### src/hdl/wdr_pkg.sv
package wdr_pkg;

   // register byte addresses on the Avalon slave
   localparam logic [3:0] ADDR_FLAGS = 4'h0;
   localparam logic [3:0] ADDR_CTRL = 4'h4;
   localparam int ADDR_W = 4;
   localparam int DATA_W = 32;

   // reset cause flags, bit 4 down to bit 0
   typedef struct packed {
      logic scan;
      logic watchdog;
      logic brownout;
      logic pin;
      logic poweron;
   } wdr_causes_t;

   localparam wdr_causes_t CAUSES_RESET = 5'h00;

   // control register, bit 4 down to bit 0; bits 7..5 read zero
   typedef struct packed {
      logic changeEnable;
      logic enable;
      logic [2:0] period;
   } wdr_ctrl_t;

   localparam logic [2:0] PERIOD_RESET = 3'h0;

   // safety level decoded from the two fuses
   typedef enum logic [2:0] {
      LVL0 = 3'b001,
      LVL1 = 3'b010,
      LVL2 = 3'b100
   } wdr_level_t;

   // change window length in core cycles
   localparam int CE_W = 3;
   localparam logic [CE_W-1:0] CE_WINDOW_CYCLES = 3'h4;
   localparam logic [CE_W-1:0] CE_IDLE = 3'h0;
   localparam logic [CE_W-1:0] CE_STEP = 3'h1;

   // watchdog oscillator and timeout counter
   localparam int WDT_OSC_FREQ_HZ = 1000000;
   localparam int COUNT_W = 22;
   localparam logic [COUNT_W-1:0] WDT_BASE_CYCLES = 22'h004000;
   localparam logic [COUNT_W-1:0] COUNT_ZERO = 22'h000000;
   localparam logic [COUNT_W-1:0] COUNT_STEP = 22'h000001;

   // synchronised input bundle
   localparam int SYNC_W = 7;

endpackage

### src/hdl/wdr_sync.sv
`timescale 1ns/1ps
module wdr_sync #(
   parameter int WIDTH = 1
) (
   input wire logic ref_clk,
   input wire logic rst,
   input wire logic [WIDTH-1:0] asyncIn,
   output logic [WIDTH-1:0] syncOut
);

   logic [WIDTH-1:0] stage1;

   // stage1 feeds only the second flop
   always_ff @(posedge ref_clk) begin
      if (rst) begin
         stage1 <= '0;
         syncOut <= '0;
      end else begin
         stage1 <= asyncIn;
         syncOut <= stage1;
      end
   end

endmodule // wdr_sync

### src/hdl/wdr_cause_flag.sv
`timescale 1ns/1ps
module wdr_cause_flag (
   input wire logic ref_clk,
   input wire logic rst,
   input wire logic implemented,
   input wire logic setEvent,
   input wire logic clearEvent,
   input wire logic swClear,
   output logic flag
);

   // set wins over any clear in the same cycle
   always_ff @(posedge ref_clk) begin
      if (rst) begin
         flag <= 1'b0;
      end else if (!implemented) begin
         flag <= 1'b0;
      end else if (setEvent) begin
         flag <= 1'b1;
      end else if (clearEvent || swClear) begin
         flag <= 1'b0;
      end
   end

endmodule // wdr_cause_flag

### src/hdl/wdr_watchdog.sv
`timescale 1ns/1ps
// Functional notes
// - scan reset sets bit 4; brown-out or software zero clears it.
// - watchdog reset sets bit 3; power-on or software zero clears it.
// - brown-out reset sets bit 2; power-on or software zero clears it.
// - pin reset sets bit 1; power-on or software zero clears it.
// - power-on sets bit 0; only a software zero clears it.
// - legacy fuse leaves only pin and power-on flags working.
// - counter advances on the separate 1 MHz watchdog oscillator.
// - count restarts on restart command, when disabled, and on chip reset.
// - enabled watchdog reaching its period without restart resets the chip.
// - fuses decode to safety level 0, 1 or 2.
// - levels 0 and 1 start disabled; level 2 is always enabled.
// - one write of enable one enables at every level.
// - above level 0 the period changes only inside the change window.
// - hardware drops change-enable four core cycles after it is written.
// - enable zero takes effect only while change-enable is one.
// - control bits 7 to 5 read as zero.
// - timeout is 16384 oscillator cycles doubled per period code step.
// - timeout gives a one core cycle reset pulse.
// - at level 2 the enable bit reads one.
module wdr_watchdog #(
   parameter logic [wdr_pkg::COUNT_W-1:0] TIMEOUT_BASE = wdr_pkg::WDT_BASE_CYCLES
) (
   input wire logic ref_clk,
   input wire logic rst,
   input wire logic [wdr_pkg::ADDR_W-1:0] address,
   input wire logic read,
   input wire logic write,
   input wire logic [wdr_pkg::DATA_W-1:0] writedata,
   input wire logic [3:0] byteenable,
   output logic [wdr_pkg::DATA_W-1:0] readdata,
   output logic waitrequest,
   input wire logic wdtOsc,
   input wire logic wdtRestart,
   input wire logic poweronResetIn,
   input wire logic brownoutResetIn,
   input wire logic pinResetIn,
   input wire logic scanResetIn,
   input wire logic legacyCompatFuse,
   input wire logic alwaysOnFuse,
   output logic watchdogReset
);

   logic [wdr_pkg::SYNC_W-1:0] syncIn;
   logic [wdr_pkg::SYNC_W-1:0] syncOut;
   logic oscLevel;
   logic oscPrev;
   logic tickEdge;
   wdr_pkg::wdr_causes_t srcActive;
   logic compatFuse;
   logic onFuse;
   wdr_pkg::wdr_level_t level;
   logic chipReset;

   logic busAck;
   logic wrStrobe;
   logic flagWr;
   logic ctrlWr;
   wdr_pkg::wdr_causes_t wrFlags;
   wdr_pkg::wdr_ctrl_t wrCtrl;
   logic [wdr_pkg::DATA_W-1:0] readValue;

   logic [wdr_pkg::CE_W-1:0] ceCount;
   logic changeEnable;
   logic ceLoad;
   logic enable;
   logic effEnable;
   logic [2:0] period;
   logic periodUnlocked;
   wdr_pkg::wdr_ctrl_t ctrlRead;

   logic [wdr_pkg::COUNT_W-1:0] count;
   logic [wdr_pkg::COUNT_W-1:0] limit;
   logic timeoutHit;

   wdr_pkg::wdr_causes_t flags;
   wdr_pkg::wdr_causes_t flagImpl;
   wdr_pkg::wdr_causes_t swClear;

   // every pin-side level passes two flops
   assign syncIn = {wdtOsc, scanResetIn, brownoutResetIn, pinResetIn, poweronResetIn,
                    legacyCompatFuse, alwaysOnFuse};

   wdr_sync #(
      .WIDTH(wdr_pkg::SYNC_W)
   ) u_sync (
      .ref_clk(ref_clk),
      .rst(rst),
      .asyncIn(syncIn),
      .syncOut(syncOut)
   );

   assign oscLevel = syncOut[6];
   assign srcActive.scan = syncOut[5];
   assign srcActive.brownout = syncOut[4];
   assign srcActive.pin = syncOut[3];
   assign srcActive.poweron = syncOut[2];
   assign srcActive.watchdog = watchdogReset;
   assign compatFuse = syncOut[1];
   assign onFuse = syncOut[0];

   // oscillator sampled as a tick; core clock must exceed twice its rate
   always_ff @(posedge ref_clk) begin
      if (rst) begin
         oscPrev <= 1'b0;
      end else begin
         oscPrev <= oscLevel;
      end
   end

   assign tickEdge = oscLevel & ~oscPrev;

   always_comb begin
      if (onFuse) begin
         level = wdr_pkg::LVL2;
      end else if (compatFuse) begin
         level = wdr_pkg::LVL0;
      end else begin
         level = wdr_pkg::LVL1;
      end
   end

   // any reset source, or our own pulse, resets the watchdog logic
   assign chipReset = srcActive.scan | srcActive.brownout | srcActive.pin | srcActive.poweron | watchdogReset;

   // one wait state: request seen, then answered
   always_ff @(posedge ref_clk) begin
      if (rst) begin
         busAck <= 1'b0;
      end else begin
         busAck <= (read | write) & ~busAck;
      end
   end

   assign waitrequest = (read | write) & ~busAck;
   assign wrStrobe = write & busAck & byteenable[0];
   assign flagWr = wrStrobe && (address == wdr_pkg::ADDR_FLAGS);
   assign ctrlWr = wrStrobe && (address == wdr_pkg::ADDR_CTRL);
   assign wrFlags = writedata[$bits(wdr_pkg::wdr_causes_t)-1:0];
   assign wrCtrl = writedata[$bits(wdr_pkg::wdr_ctrl_t)-1:0];

   assign ctrlRead.changeEnable = changeEnable;
   assign ctrlRead.enable = effEnable;
   assign ctrlRead.period = period;

   // upper bits, control bits 7..5 among them, read zero
   always_comb begin
      readValue = '0;
      if (address == wdr_pkg::ADDR_FLAGS) begin
         readValue[$bits(wdr_pkg::wdr_causes_t)-1:0] = flags;
      end else if (address == wdr_pkg::ADDR_CTRL) begin
         readValue[$bits(wdr_pkg::wdr_ctrl_t)-1:0] = ctrlRead;
      end
   end

   always_ff @(posedge ref_clk) begin
      if (rst) begin
         readdata <= '0;
      end else if (read && !busAck) begin
         readdata <= readValue;
      end
   end

   // change window: any write of change-enable one reopens it
   assign ceLoad = ctrlWr & wrCtrl.changeEnable;

   always_ff @(posedge ref_clk) begin
      if (rst || chipReset) begin
         ceCount <= wdr_pkg::CE_IDLE;
      end else if (ceLoad) begin
         ceCount <= wdr_pkg::CE_WINDOW_CYCLES;
      end else if (ceCount != wdr_pkg::CE_IDLE) begin
         ceCount <= ceCount - wdr_pkg::CE_STEP;
      end
   end

   // software must finish its sequence while this is high
   assign changeEnable = (ceCount != wdr_pkg::CE_IDLE);

   always_ff @(posedge ref_clk) begin
      if (rst || chipReset) begin
         enable <= 1'b0;
      end else if (ctrlWr) begin
         if (wrCtrl.enable) begin
            enable <= 1'b1;
         end else if (changeEnable && level != wdr_pkg::LVL2) begin
            enable <= 1'b0;
         end
      end
   end

   assign effEnable = enable | (level == wdr_pkg::LVL2);

   always_comb begin
      unique case (level)
         wdr_pkg::LVL0: periodUnlocked = 1'b1;
         wdr_pkg::LVL1: periodUnlocked = changeEnable;
         wdr_pkg::LVL2: periodUnlocked = changeEnable;
      endcase
   end

   always_ff @(posedge ref_clk) begin
      if (rst || chipReset) begin
         period <= wdr_pkg::PERIOD_RESET;
      end else if (ctrlWr && periodUnlocked) begin
         period <= wrCtrl.period;
      end
   end

   assign limit = TIMEOUT_BASE << period;
   // compare with >= so a shortened period still fires on the next oscillator tick
   assign timeoutHit = effEnable && tickEdge && (count >= limit - wdr_pkg::COUNT_STEP);

   always_ff @(posedge ref_clk) begin
      if (rst || chipReset || wdtRestart || !effEnable) begin
         count <= wdr_pkg::COUNT_ZERO;
      end else if (tickEdge) begin
         count <= count + wdr_pkg::COUNT_STEP;
      end
   end

   // the pulse itself clears the counter next cycle; the single-cycle tickEdge keeps it to one cycle
   always_ff @(posedge ref_clk) begin
      if (rst) begin
         watchdogReset <= 1'b0;
      end else begin
         watchdogReset <= timeoutHit;
      end
   end

   assign flagImpl.scan = ~compatFuse;
   assign flagImpl.watchdog = ~compatFuse;
   assign flagImpl.brownout = ~compatFuse;
   assign flagImpl.pin = 1'b1;
   assign flagImpl.poweron = 1'b1;
   // a one written leaves the flag alone
   assign swClear = flagWr ? ~wrFlags : wdr_pkg::CAUSES_RESET;

   wdr_cause_flag u_flag_scan (
      .ref_clk(ref_clk),
      .rst(rst),
      .implemented(flagImpl.scan),
      .setEvent(srcActive.scan),
      .clearEvent(srcActive.brownout),
      .swClear(swClear.scan),
      .flag(flags.scan)
   );

   wdr_cause_flag u_flag_watchdog (
      .ref_clk(ref_clk),
      .rst(rst),
      .implemented(flagImpl.watchdog),
      .setEvent(srcActive.watchdog),
      .clearEvent(srcActive.poweron),
      .swClear(swClear.watchdog),
      .flag(flags.watchdog)
   );

   wdr_cause_flag u_flag_brownout (
      .ref_clk(ref_clk),
      .rst(rst),
      .implemented(flagImpl.brownout),
      .setEvent(srcActive.brownout),
      .clearEvent(srcActive.poweron),
      .swClear(swClear.brownout),
      .flag(flags.brownout)
   );

   wdr_cause_flag u_flag_pin (
      .ref_clk(ref_clk),
      .rst(rst),
      .implemented(flagImpl.pin),
      .setEvent(srcActive.pin),
      .clearEvent(srcActive.poweron),
      .swClear(swClear.pin),
      .flag(flags.pin)
   );

   wdr_cause_flag u_flag_poweron (
      .ref_clk(ref_clk),
      .rst(rst),
      .implemented(flagImpl.poweron),
      .setEvent(srcActive.poweron),
      .clearEvent(1'b0),
      .swClear(swClear.poweron),
      .flag(flags.poweron)
   );
endmodule // wdr_watchdog

### config.mk
export PLATFORM = sky130hd
export DESIGN_NAME = wdr_watchdog
export DESIGN_NICKNAME = d
export VERILOG_FILES = /design/src/hdl/wdr_pkg.sv /design/src/hdl/wdr_sync.sv /design/src/hdl/wdr_cause_flag.sv /design/src/hdl/wdr_watchdog.sv
export SDC_FILE = /design/constraint.sdc
export NUM_CORES = 1
export LEC_CHECK = 0
export BUFFER_PORTS_ARGS = -buffer_cell sky130_fd_sc_hd__clkbuf_2
export CAP_MARGIN = 25
export CORE_ASPECT_RATIO = 0.7
export CORE_MARGIN = 8
export CORE_UTILIZATION = 49
export CTS_CLUSTER_DIAMETER = 200
export DETAILED_ROUTE_END_ITERATION = 10
export PLACE_DENSITY_LB_ADDON = 0.08
export SLEW_MARGIN = 20
export SYNTH_ARGS = -nofsm -noshare
export SYNTH_HDL_FRONTEND = slang
export SYNTH_HIERARCHICAL = 1
export SYNTH_SLANG_ARGS = --single-unit
export TNS_END_PERCENT = 100
### constraint.sdc
create_clock -name ref_clk -period 2 [get_ports ref_clk]
set_input_delay 0 -clock ref_clk [delete_from_list [all_inputs] [get_ports ref_clk]]
set_output_delay 0 -clock ref_clk [all_outputs]
set_load 0.01 [all_outputs]
### After elaboration in Yosys (flattened, before gate mapping)

Index checks and enable logic that the tools add are counted.

| storage, ports and cells | value |
|---|---|
| input bits | 52 |
| bits in registers | 56 |
| output and inout bits | 34 |
| word-level logic and storage cells | 89 |

| operators by class | value |
|---|---|
| equality and inequality tests | 5 |
| bitwise gates (word level) | 14 |
| add/sub/neg operators | 3 |
| shift-type cells | 1 |
| mux-type cells | 20 |
| reduce and logical (&&, ||, !) cells | 29 |
| magnitude comparators | 1 |

Operators with widths:

| operator | number |
|---|---|
| 22-bit by 1-bit adder with 22-bit output (second input constant) | 1 |
| 22-bit greater-or-equal comparator | 1 |
| 15-bit by 3-bit << shifter with 22-bit output (first input constant) | 1 |
| 22-bit by 1-bit subtractor with 22-bit output (second input constant) | 1 |
| 5-bit two-way mux | 3 |
| 2-bit nonzero test | 7 |
| 1-bit two-way mux | 12 |
| 3-bit two-way mux | 3 |
| 1-bit logical AND | 7 |
| 1-bit logical OR | 7 |
| 1-bit bitwise OR | 6 |
| 2-bit OR reduction | 3 |
| 1-bit AND | 5 |
| 5-bit inverter | 1 |
| 4-bit by 3-bit == test with 1-bit output (second input constant) | 1 |
| 4-bit zero test | 1 |
| 3-bit by 1-bit == test with 1-bit output (second input constant) | 1 |
| 3-bit by 2-bit == test with 1-bit output (second input constant) | 1 |
| 3-bit == test (second input constant) | 1 |
| 3-bit inequality test (second input constant) | 1 |
| 3-bit nonzero test | 1 |
| 3-bit by 1-bit subtractor with 3-bit output (second input constant) | 1 |
| 1-bit zero test | 2 |
| 2-bit two-way mux | 1 |
| 3 further kinds | 4 |

### Depth between registers and ports, before layout

Gate-level depths: netlist (run 1).

| logic depth | value |
|---|---|
| word-level depth | 7 |
| gate-level depth with buffers | 8 |
| mapped depth without buffers | 7 |

### By module

The synthesis (run 1) kept the hierarchy.

Modules (own cells, without submodules):

| module | area each (um2) | instances | sequential area each (um2) | cells an instance |
|---|---|---|---|---|
| wdr_watchdog | 2089.5 | 1 | 740.7 | 255 |
| wdr_sync | 407.9 | 1 | 280.3 | 29 |
| wdr_cause_flag | 46.3 | 5 | 20.0 | 4 |

### Worst setup path before layout (run 1)

Ideal clock, no wire load.

| timing path | value |
|---|---|
| path type | flip-flop to flip-flop |
| start | reg count[0] in the netlist's numbering |
| end | reg count[16] in the netlist's numbering |
| cell stages (with the launch flop) | 7 |
| buffers on the path | 0 |
| data arrival time | 1.620 ns |
| period minus slack after synthesis | 1.736 ns |
| data required time | 1.884 ns |
| setup slack | 0.264 ns |
| library setup time | 0.116 ns |
| cell sequence | dfxtp_1 ha_1 nand3_1 or4_4 nor4_1 xnor2_1 nor2_2 |

| on the way | value |
|---|---|
| cells in the longest elaborated chain, start to end | 1 |

RTL lines:

| element | line | source |
|---|---|---|
| start: declaration | wdr_watchdog.sv:73 | `logic [wdr_pkg::COUNT_W-1:0] count;` |
| start signal: assignment | wdr_watchdog.sv:217 | `count <= wdr_pkg::COUNT_ZERO;` |
| start signal: assignment | wdr_watchdog.sv:219 | `count <= count + wdr_pkg::COUNT_STEP;` |
| 22-bit by 1-bit adder with 22-bit output | wdr_watchdog.sv:219 |  |

No other way between the ends.
A chain may end at the register's enable or synchronous reset.

### Worst setup path in the final report (run 1)

| timing path | value |
|---|---|
| start | reg count[1] in the netlist's numbering |
| end | reg count[16] in the netlist's numbering |

Same word-level chain as after synthesis.

==> flow_summary.ini, run 1 <==
[run_status]
status = finished, final reports clean

[clock_tree]
numCtsBuffers = 5
clock_latency_ns = 0.31
cts_root_buf = clkbuf_8
htree_levels = 2
clkTransAtPathRegs_ns = 0.11
cts_setup_buffers = 0
cts_tree = built
clockBufferDepth = 2
cts_sinks = 56

[routing]
drcViolationCount = 0
ant_nets = 0
num_vias = 2004
avgViaCountPerCell = 4.693
dr.first_iter.drc_count = 103
wl_per_cell_microns = 12.52
firstDrtPassIters = 4
top_layer_used = met4
routed_wirelength_microns = 5348
wl_met3_microns = 457
met2_wirelength_microns = 2003
m1WireLength_microns = 2866

[setup_path]
reg2reg_to = count[16]
r2r_slack_ns = 0.14
critical_path_class = flip-flop to flip-flop
cp-start-kind = flip-flop
required_ns = 2.20
path_max_fanout = 4
end_kind = flip-flop
rr_worst_depth = 6
arrival_ns = 2.06
r2r-start = count[1]

[synthesis]
synth.distinct_cells = 37
synth_async_sr_flop_share_pct = 0
synth-edff-count = 0
avgSynthCellArea_sq_um = 8.977
netlist_instances = 304
yosys_warnings = 6
ys_ff_latch = 56
netlist_area_sq_mm = 0.002729
synth_top_area_share_pct = 41.08
synth-main-ff-cell = dfxtp_1
yosysSeqAreaShare_pct = 41.08
yosysTopAreaCell = dfxtp_1
synth_area_leaders = dfxtp_1 41%, buf_4 7.4%, nor2_1 6.7%, ha_1 5.0%, xor2_1 3.9%

[sta]
fmax_mhz = 538.2
period_share_pct = 92.90
setup_viol = 0
clock_skew_ns = 0.006165
drv_slew = 0
hold_viol_final = 0
rsz0062_at_grt = no
finalCriticalPeriod_ns = 1.858
fin_setup_tns_ns = 0
hold_ws_ns = 0.02225

[floorplan]
num_rows = 22
die_h_microns = 78.44
die_w_microns = 105.2
core_sq_mm = 0.005313
ioPinCount = 86
die_area_sq_mm = 0.008251
initial_core_util_pct = 51.37

[layout]
nets = 417
antenna_cells = 0
areaGrowthSynthToFinish_pct = 14.49
drive_above_1_share_pct = 18.59

[grt]
antenna_found_initial = 0
grt_first_pass_wirelength_microns = 9039
grt_pass1_vias = 1920
grt_start_max_net_pins = 28
grt_use_total_pct = 13.02
overflow = 0

[power]
ir_drop_mv = 0.4543
p_leak_nw = 1.324
clkPwrFrac_pct = 31.6
internal_power_mw = 1.507
p_seq_share_pct = 57.0
pwr_density_cell_mw_per_mm2 = 654.9
p_sw_mw = 0.5392
combPwrFrac_pct = 11.4
power_switching_share_pct = 26.35

[placement]
dpl.hpwl_microns = 4042
gp_congestion = 0.7536
port_buffers = 28

[flow_run]
drv_cap = 0

[worst_hold_path]
hold_path_class = primary input to flip-flop
min_from = rst
hold-path-endpoint = ceCount[0]
hold_depth = 4
[flip-flops by register name (all words and copies together), names as in the netlist]
register and flops:
u_flag_brownout/flag 1, u_sync/syncOut 7, u_flag_pin/flag 1, busAck 1, u_flag_scan/flag 1, period 3, watchdogReset 1, u_flag_poweron/flag 1
u_sync/stage1 7, u_flag_watchdog/flag 1, enable 1, oscPrev 1, ceCount 3, count 22, readdata 5
[metrics by stage]
| step | power, mW | utilization, % | instance area (sq um) | cells | setup WS [ns] |
|---|---|---|---|---|---|
| 4_1_cts | 2.073 | 58.41 | 3103 | 427 | 0.03695 |
| 2_1_floorplan | 1.375 | - | 2838 | 333 | 0.2636 |
| 5_1_grt | 2.150 | 58.81 | 3124 | 427 | 0.02825 |
| 6_report | 2.046 | 58.81 | 3124 | 427 | 0.1420 |
| 3_5_place_dp | 1.405 | 54.38 | 2889 | 407 | 0.06074 |
| 3_3_place_gp | 1.401 | 54.38 | 2889 | 407 | 0.05685 |
[per-layer routing]
metal | up-vias | track usage (%)
met5 | - | 0
met4 | 0 | 2.979
met3 | 2 | 4.078
met2 | 61 | 18.05
met1 | 873 | 18.90
li1 | 1068 | -
[power groups by stage]
stage	Clock (mW)	Combinational, mW	Sequential [mW]
floorplan	0	0.184	1.19
global placement	0	0.209	1.19
detailed placement	0	0.211	1.19
CTS	0.675	0.231	1.17
global route	0.714	0.264	1.17
finish	0.647	0.233	1.17
[Yosys cell counts, types with 4 or more instances]
master and instances:
nor3_1 8, inv_1 12, nor2b_1 4, xnor2_1 10, xor2_1 12, ha_1 11, nor2b_2 10, nand2b_1 4
nand4_1 9, nand2_1 19, o21ai_0 5, o211a_1 5, nor4_1 6, buf_4 27, mux2i_1 5, nand3_1 6
clkbuf_1 4, dfxtp_1 56, a221oi_1 4, nor3b_2 5, nor2_1 49, a21oi_1 8
[worst max path at each step]
stage          startpoint        end  slack [ns]  cells after the start
3_5_place_dp     count[1]  count[20]        0.06                      6
2_1_floorplan    count[0]  count[16]        0.26                      6
6_report         count[1]  count[16]        0.14                      6
4_1_cts          count[1]  count[20]        0.04                      6
3_3_place_gp     count[1]  count[20]        0.06                      6
5_1_grt          count[1]  count[20]        0.03                      6
[layout by cell type (no fill, tap or decap), drive strengths merged]
| cell | netlist | final |
|---|---|---|
| xor2 | 12 | 12 |
| nand4 | 10 | 10 |
| inv | 12 | 14 |
| or3 | 1 | 1 |
| o211a | 5 | 5 |
| xnor2 | 10 | 10 |
| or4 | 1 | 1 |
| nand4b | 1 | 1 |
| and4 | 3 | 3 |
| nor2b | 14 | 14 |
| nand2 | 19 | 19 |
| dfxtp | 56 | 56 |
| o21ai | 5 | 5 |
| ha | 11 | 11 |
| a211oi | 2 | 2 |
| dlygate4sd3 | 0 | 12 |
| a221oi | 4 | 4 |
| nor2 | 51 | 51 |
| and3 | 3 | 3 |
| nor3 | 8 | 8 |
| a21oi | 8 | 8 |
| clkbuf | 4 | 33 |
| nand3 | 6 | 6 |
| nor4 | 6 | 6 |
| a311oi | 1 | 1 |
| nor3b | 5 | 5 |
| and2b | 3 | 3 |
| nor4b | 2 | 2 |
| conb | 2 | 31 |
| clkinvlp | 0 | 1 |
| buf | 30 | 8 |
| nand2b | 4 | 4 |
| mux2i | 5 | 5 |
[worst max-delay path, cell delays in order, from the launching register on]
cell,delay [ns]
dfxtp_1,0.40
ha_1,0.19
nand3_1,0.13
or4_4,0.62
nor4_2,0.20
xnor2_1,0.17
nor2_2,0.04
[cell families after synthesis]
| group | count (synthesis) | synth area share, % |
|---|---|---|
| compound gates | 25 | 6.373 |
| xor+xnor | 22 | 7.061 |
| fa+ha+maj | 11 | 5.043 |
| buf+inv | 46 | 10.41 |
| flops | 56 | 41.08 |
| mux | 5 | 1.834 |
| other cells | 2 | 0.2752 |
| simple gates | 137 | 27.92 |
[final cells by class]
cell class	count	area (sq um)
fillers	483	2188
multi-input cells	231	1454
flip-flops and latches	56	1121
repair buffers	48	320.3
well taps	72	90.09
clock buffers	5	68.82
inverters	12	45.04
clock inverters	3	25.02
[repair_timing]
action | CTS | global route
endpoints found under the setup margin | 0 | 2
resized for setup | 0 | 3
hold buffers | 12 | 0
hold endpoints to repair | 12 | 0
No activity file was read; power rests on OpenSTA's default activity.
==> run 2, diff against run 1 <==
- CORE_MARGIN: 8 -> 5
==> flow_summary.ini, run 2 (same netlist as run 1, synthesis figures left out) <==
[clock_tree]
cts_sinks = 56
clock_latency_ns = 0.31
htree_levels = 2
numCtsBuffers = 5
cts_root_buf = clkbuf_8
clockBufferDepth = 2
clkTransAtPathRegs_ns = 0.10
cts_tree = built
cts_setup_buffers = 0

[setup_path]
required_ns = 2.21
arrival_ns = 2.06
rr_worst_depth = 6
cp-start-kind = flip-flop
end_kind = flip-flop
critical_path_class = flip-flop to flip-flop
slowest_delay_ns = 0.61
path_max_fanout = 4
cp_slowest_cell = or4_4
crit_path_cell_trace = ha_1, nand3_1, or4_4, nor4_1, xnor2_1, nor2_2

[layout]
postLayoutCoreUtil_pct = 59.02
regMostFlops = count
drive_above_1_share_pct = 18.72
final_common_cell = dfxtp_1
largest_register_ffs = 22
final_area_sq_mm = 0.003136
antenna_cells = 0
final_cell_mix = 56 x dfxtp_1, 49 x nor2_1, 31 x conb_1, 28 x clkbuf_2, 19 x nand2_1
areaGrowthSynthToFinish_pct = 14.90
nets = 420
largestRegisters = count x22, u_sync/stage1 x7, u_sync/syncOut x7

[sta]
clock_skew_ns = 0.004933
rsz0062_at_grt = no
hold_viol_final = 0
fin_setup_tns_ns = 0
fmax_mhz = 538.7
finalCriticalPeriod_ns = 1.856
period_share_pct = 92.81
drv_slew = 0
hold_ws_ns = 0.02397
setup_viol = 0

[power]
p_leak_nw = 1.326
internal_power_mw = 1.508
ir_drop_mv = 0.4424
p_seq_share_pct = 57.1
p_sw_mw = 0.5377
combPwrFrac_pct = 11.4
power_switching_share_pct = 26.29
clkPwrFrac_pct = 31.5
pwr_density_cell_mw_per_mm2 = 652.3
total_power_mw = 2.045

[routing]
wl_per_cell_microns = 12.62
ant_nets = 0
avgViaCountPerCell = 4.758
dr.first_iter.drc_count = 150
num_vias = 2046
drcViolationCount = 0
firstDrtPassIters = 4
routed_wirelength_microns = 5428

[floorplan]
initial_core_util_pct = 51.37
die_w_microns = 99.20
num_rows = 22
core_sq_mm = 0.005313
ioPinCount = 86
die_area_sq_mm = 0.007185
die_h_microns = 72.44

[grt]
grt_start_max_net_pins = 28
overflow = 0
grt_pass1_vias = 1874
grt_first_pass_wirelength_microns = 8949
grt_use_total_pct = 15.32
antenna_found_initial = 0

[flow_run]
drv_cap = 0

[worst_hold_path]
hold_path_class = primary input to flip-flop
hold_depth = 3

[placement]
postPlaceCellArea_sq_mm = 0.002904
port_buffers = 28
gp_congestion = 0.7469
dpl.hpwl_microns = 3966

[run_status]
status = finished, final reports clean
## run 2: cell count changes in the layout (fill, tap and decap cells not counted), sizes merged
cell         change
dlygate4sd3      +1
buf              +2
clkinv           +2
inv              -1
clkinvlp         -1
## run 2: layer usage
| metal | GRT usage, % | vias to the layer above | part of all wire, % |
|---|---|---|---|
| met5 | 0 | - | 0 |
| met4 | 3.636 | 0 | 0.77 |
| met3 | 3.746 | 5 | 7.7 |
| met2 | 21.28 | 63 | 38 |
| met1 | 23.48 | 904 | 54 |
| li1 | - | 1074 | - |
## run 2: cell type report
cell class,count,area [sq um]
Clock buffer,5,68.82
Fill cell,493,2177
Timing Repair Buffer,51,345.3
Clock inverter,3,26.28
Tap cell,72,90.09
Multi-Input combinational cell,231,1439
Sequential cell,56,1121
Inverter,12,45.04
## run 2: critical path, delay by kind of cell (launching register included)
family	cells	cell delay, ns
adders and majority gates	1	0.17
DFF	1	0.35
xor gates and xnor gates	1	0.18
and+or+nand+nor	4	1.06
## run 2: power by group through the flow
stage	Combinational, mW	Sequential (mW)	Clock [mW]
finish	0.233	1.17	0.644
global route	0.264	1.17	0.715
CTS	0.233	1.17	0.667
detailed placement	0.211	1.19	0
global placement	0.209	1.19	0
floorplan	0.184	1.19	0
## run 2: final timing paths
kind,startpoint,to,slack (ns)
worst min-delay path,write,busAck,0.02
worst min register to register,u_sync/stage1[4],u_sync/syncOut[4],0.44
worst max register to register,count[0],count[20],0.14
worst max-delay path,count[0],count[20],0.14
## run 2: timing repair
item / CTS / global route
gates resized for setup: 0 / 1
setup endpoints to repair: 0 / 1
endpoints found under the hold margin: 13 / 0
hold buffers: 13 / 0
## run 2: stage by stage
stage | std cells | setup slack, ns
floorplan | 333 | 0.2636
global placement | 409 | 0.1145
detailed placement | 409 | 0.08272
CTS | 430 | 0.05834
global route | 430 | 0.07027
finish | 430 | 0.1438
==> run 3, diff against run 2 <==
--- a/config.mk
+++ b/config.mk
@@ -14,2 +14,3 @@
 export DETAILED_ROUTE_END_ITERATION = 10
+export GPL_TIMING_DRIVEN = 0
 export PLACE_DENSITY_LB_ADDON = 0.08
==> constraint.sdc (replaced) <==
create_clock -name ref_clk -period 2 [get_ports ref_clk]
set_input_delay 0.1 -clock ref_clk [delete_from_list [all_inputs] [get_ports ref_clk]]
set_output_delay 0.1 -clock ref_clk [all_outputs]
set_load 0.01 [all_outputs]
==> flow_summary.ini, run 3 (same netlist as run 1, synthesis figures left out) <==
[run_status]
status = finished, final reports clean

[floorplan]
die_h_microns = 72.44
core_sq_mm = 0.005313
num_rows = 22
die_area_sq_mm = 0.007185
die_w_microns = 99.20
initial_core_util_pct = 51.37
ioPinCount = 86

[grt]
grt_first_pass_wirelength_microns = 8769
grt_pass1_vias = 1865
overflow = 0
grt_start_max_net_pins = 20
antenna_found_initial = 0
grt_use_total_pct = 15.20

[setup_path]
arrival_ns = 2.08
cp-start-kind = flip-flop
slowest_delay_ns = 0.62
critical_path_class = flip-flop to flip-flop
r2r-start = count[0]
required_ns = 2.21
cp_top_family = simple AND/OR/NAND/NOR gates
crit_path_cell_trace = ha_1, nand3_1, or4_4, nor4_2, xnor2_1, nor2_2
cp_slowest_cell = or4_4
worstPathBufferInverterCount = 0
path_max_fanout = 4
r2r_slack_ns = 0.14
rr_worst_depth = 6
end_kind = flip-flop
reg2reg_to = count[16]

[power]
clkPwrFrac_pct = 31.2
p_seq_share_pct = 56.0
power_switching_share_pct = 26.29
internal_power_mw = 1.537
p_leak_nw = 1.419
pwr_density_cell_mw_per_mm2 = 638.0
ir_drop_mv = 0.3673
combPwrFrac_pct = 12.9
p_sw_mw = 0.5481

[layout]
largestRegisters = count x22, u_sync/stage1 x7, u_sync/syncOut x7
nets = 440
final_common_cell = dfxtp_1
final_area_sq_mm = 0.003268
largest_register_ffs = 22
regMostFlops = count
drive_above_1_share_pct = 24.07
final_cell_mix = 56 x dfxtp_1, 49 x nor2_1, 31 x conb_1, 29 x buf_4, 28 x clkbuf_2
antenna_cells = 0
areaGrowthSynthToFinish_pct = 19.76

[flow_run]
drv_cap = 0

[sta]
drv_slew = 0
period_share_pct = 93.25
fmax_mhz = 536.2
hold_viol_final = 0
fin_setup_tns_ns = 0
setup_viol = 0
worstMarginPinSlew_ns = 0.8731
finalCriticalPeriod_ns = 1.865
rsz0062_at_grt = yes
clock_skew_ns = 0.006525
relSlewSlack_pct = 41.26

[routing]
num_vias = 2087
dr.first_iter.drc_count = 69
wl_per_cell_microns = 11.62
routed_wirelength_microns = 5228
ant_nets = 0
avgViaCountPerCell = 4.638
firstDrtPassIters = 4
drcViolationCount = 0

[worst_hold_path]
min_from = writedata[3]
hold-path-endpoint = enable
hold_depth = 3
hold_path_class = primary input to flip-flop

[clock_tree]
htree_levels = 2
numCtsBuffers = 5
cts_tree = built
cts_sinks = 56
clockBufferDepth = 2
clkTransAtPathRegs_ns = 0.10
cts_root_buf = clkbuf_8
clock_latency_ns = 0.31

[placement]
gp_congestion = 0.8521
dpl.hpwl_microns = 4060
postPlaceCellArea_sq_mm = 0.003068
port_buffers = 28
## run 3: power by group through the flow
stage | sequential (mW) | combinational (mW) | clock, mW
floorplan | 1.19 | 0.184 | 0
global placement | 1.19 | 0.244 | 0
detailed placement | 1.19 | 0.248 | 0
CTS | 1.17 | 0.260 | 0.668
global route | 1.17 | 0.300 | 0.723
finish | 1.17 | 0.268 | 0.650
## run 3: how the worst max path moves through the flow
stage	start	endpoint	cells past startpoint
finish	count[0]	count[16]	6
global route	period[2]	watchdogReset	8
CTS	count[0]	count[16]	6
detailed placement	rst	count[19]	7
global placement	rst	count[21]	7
floorplan	count[0]	count[16]	6
## run 3: metrics by stage
step | instances | util [%] | hold slack (ns) | setup slack (ns) | power, mW
after floorplan | 333 | - | 0.1716 | 0.2636 | 1.375
final | 450 | 61.52 | 0.02571 | 0.1351 | 2.085
after CTS | 448 | 60.88 | 0.01795 | 0.04402 | 2.095
after global routing | 450 | 61.52 | 0.04423 | -0.02419 | 2.195
after detailed placement | 433 | 57.75 | 0.3109 | -0.04589 | 1.441
after global placement | 433 | 57.75 | 0.3076 | -0.03375 | 1.437
## run 3: layer usage
| metal | vias up | share of wire (%) | track usage [%] |
|---|---|---|---|
| li1 | 1116 | - | - |
| met5 | - | 0 | 0 |
| met2 | 59 | 38 | 21.06 |
| met4 | 0 | 0.94 | 3.636 |
| met3 | 7 | 8.1 | 5.187 |
| met1 | 905 | 53 | 22.42 |
## run 3: timing repair
item,4_1_cts,5_1_grt
setup buffers,0,2
endpoints found under the hold margin,7,0
setup endpoints to repair,0,8
hold buffers,7,0
resized for setup,0,3
## run 3: area by class of cell
class,count,area [sq um]
Multi-Input combinational cell,231,1451
Inverter,12,45.04
Tap cell,72,90.09
Fill cell,488,2044
Timing Repair Buffer,37,225.2
Clock inverter,3,27.53
Buffer,34,239.0
Sequential cell,56,1121
Clock buffer,5,68.82
## run 3: worst min-delay path, delay by kind of cell
kind                   cells  cell delay (ns)
buffers and inverters      1             0.10
AND/OR/NAND/NOR            1             0.05
AO/OA/AOI/OAI              1             0.05
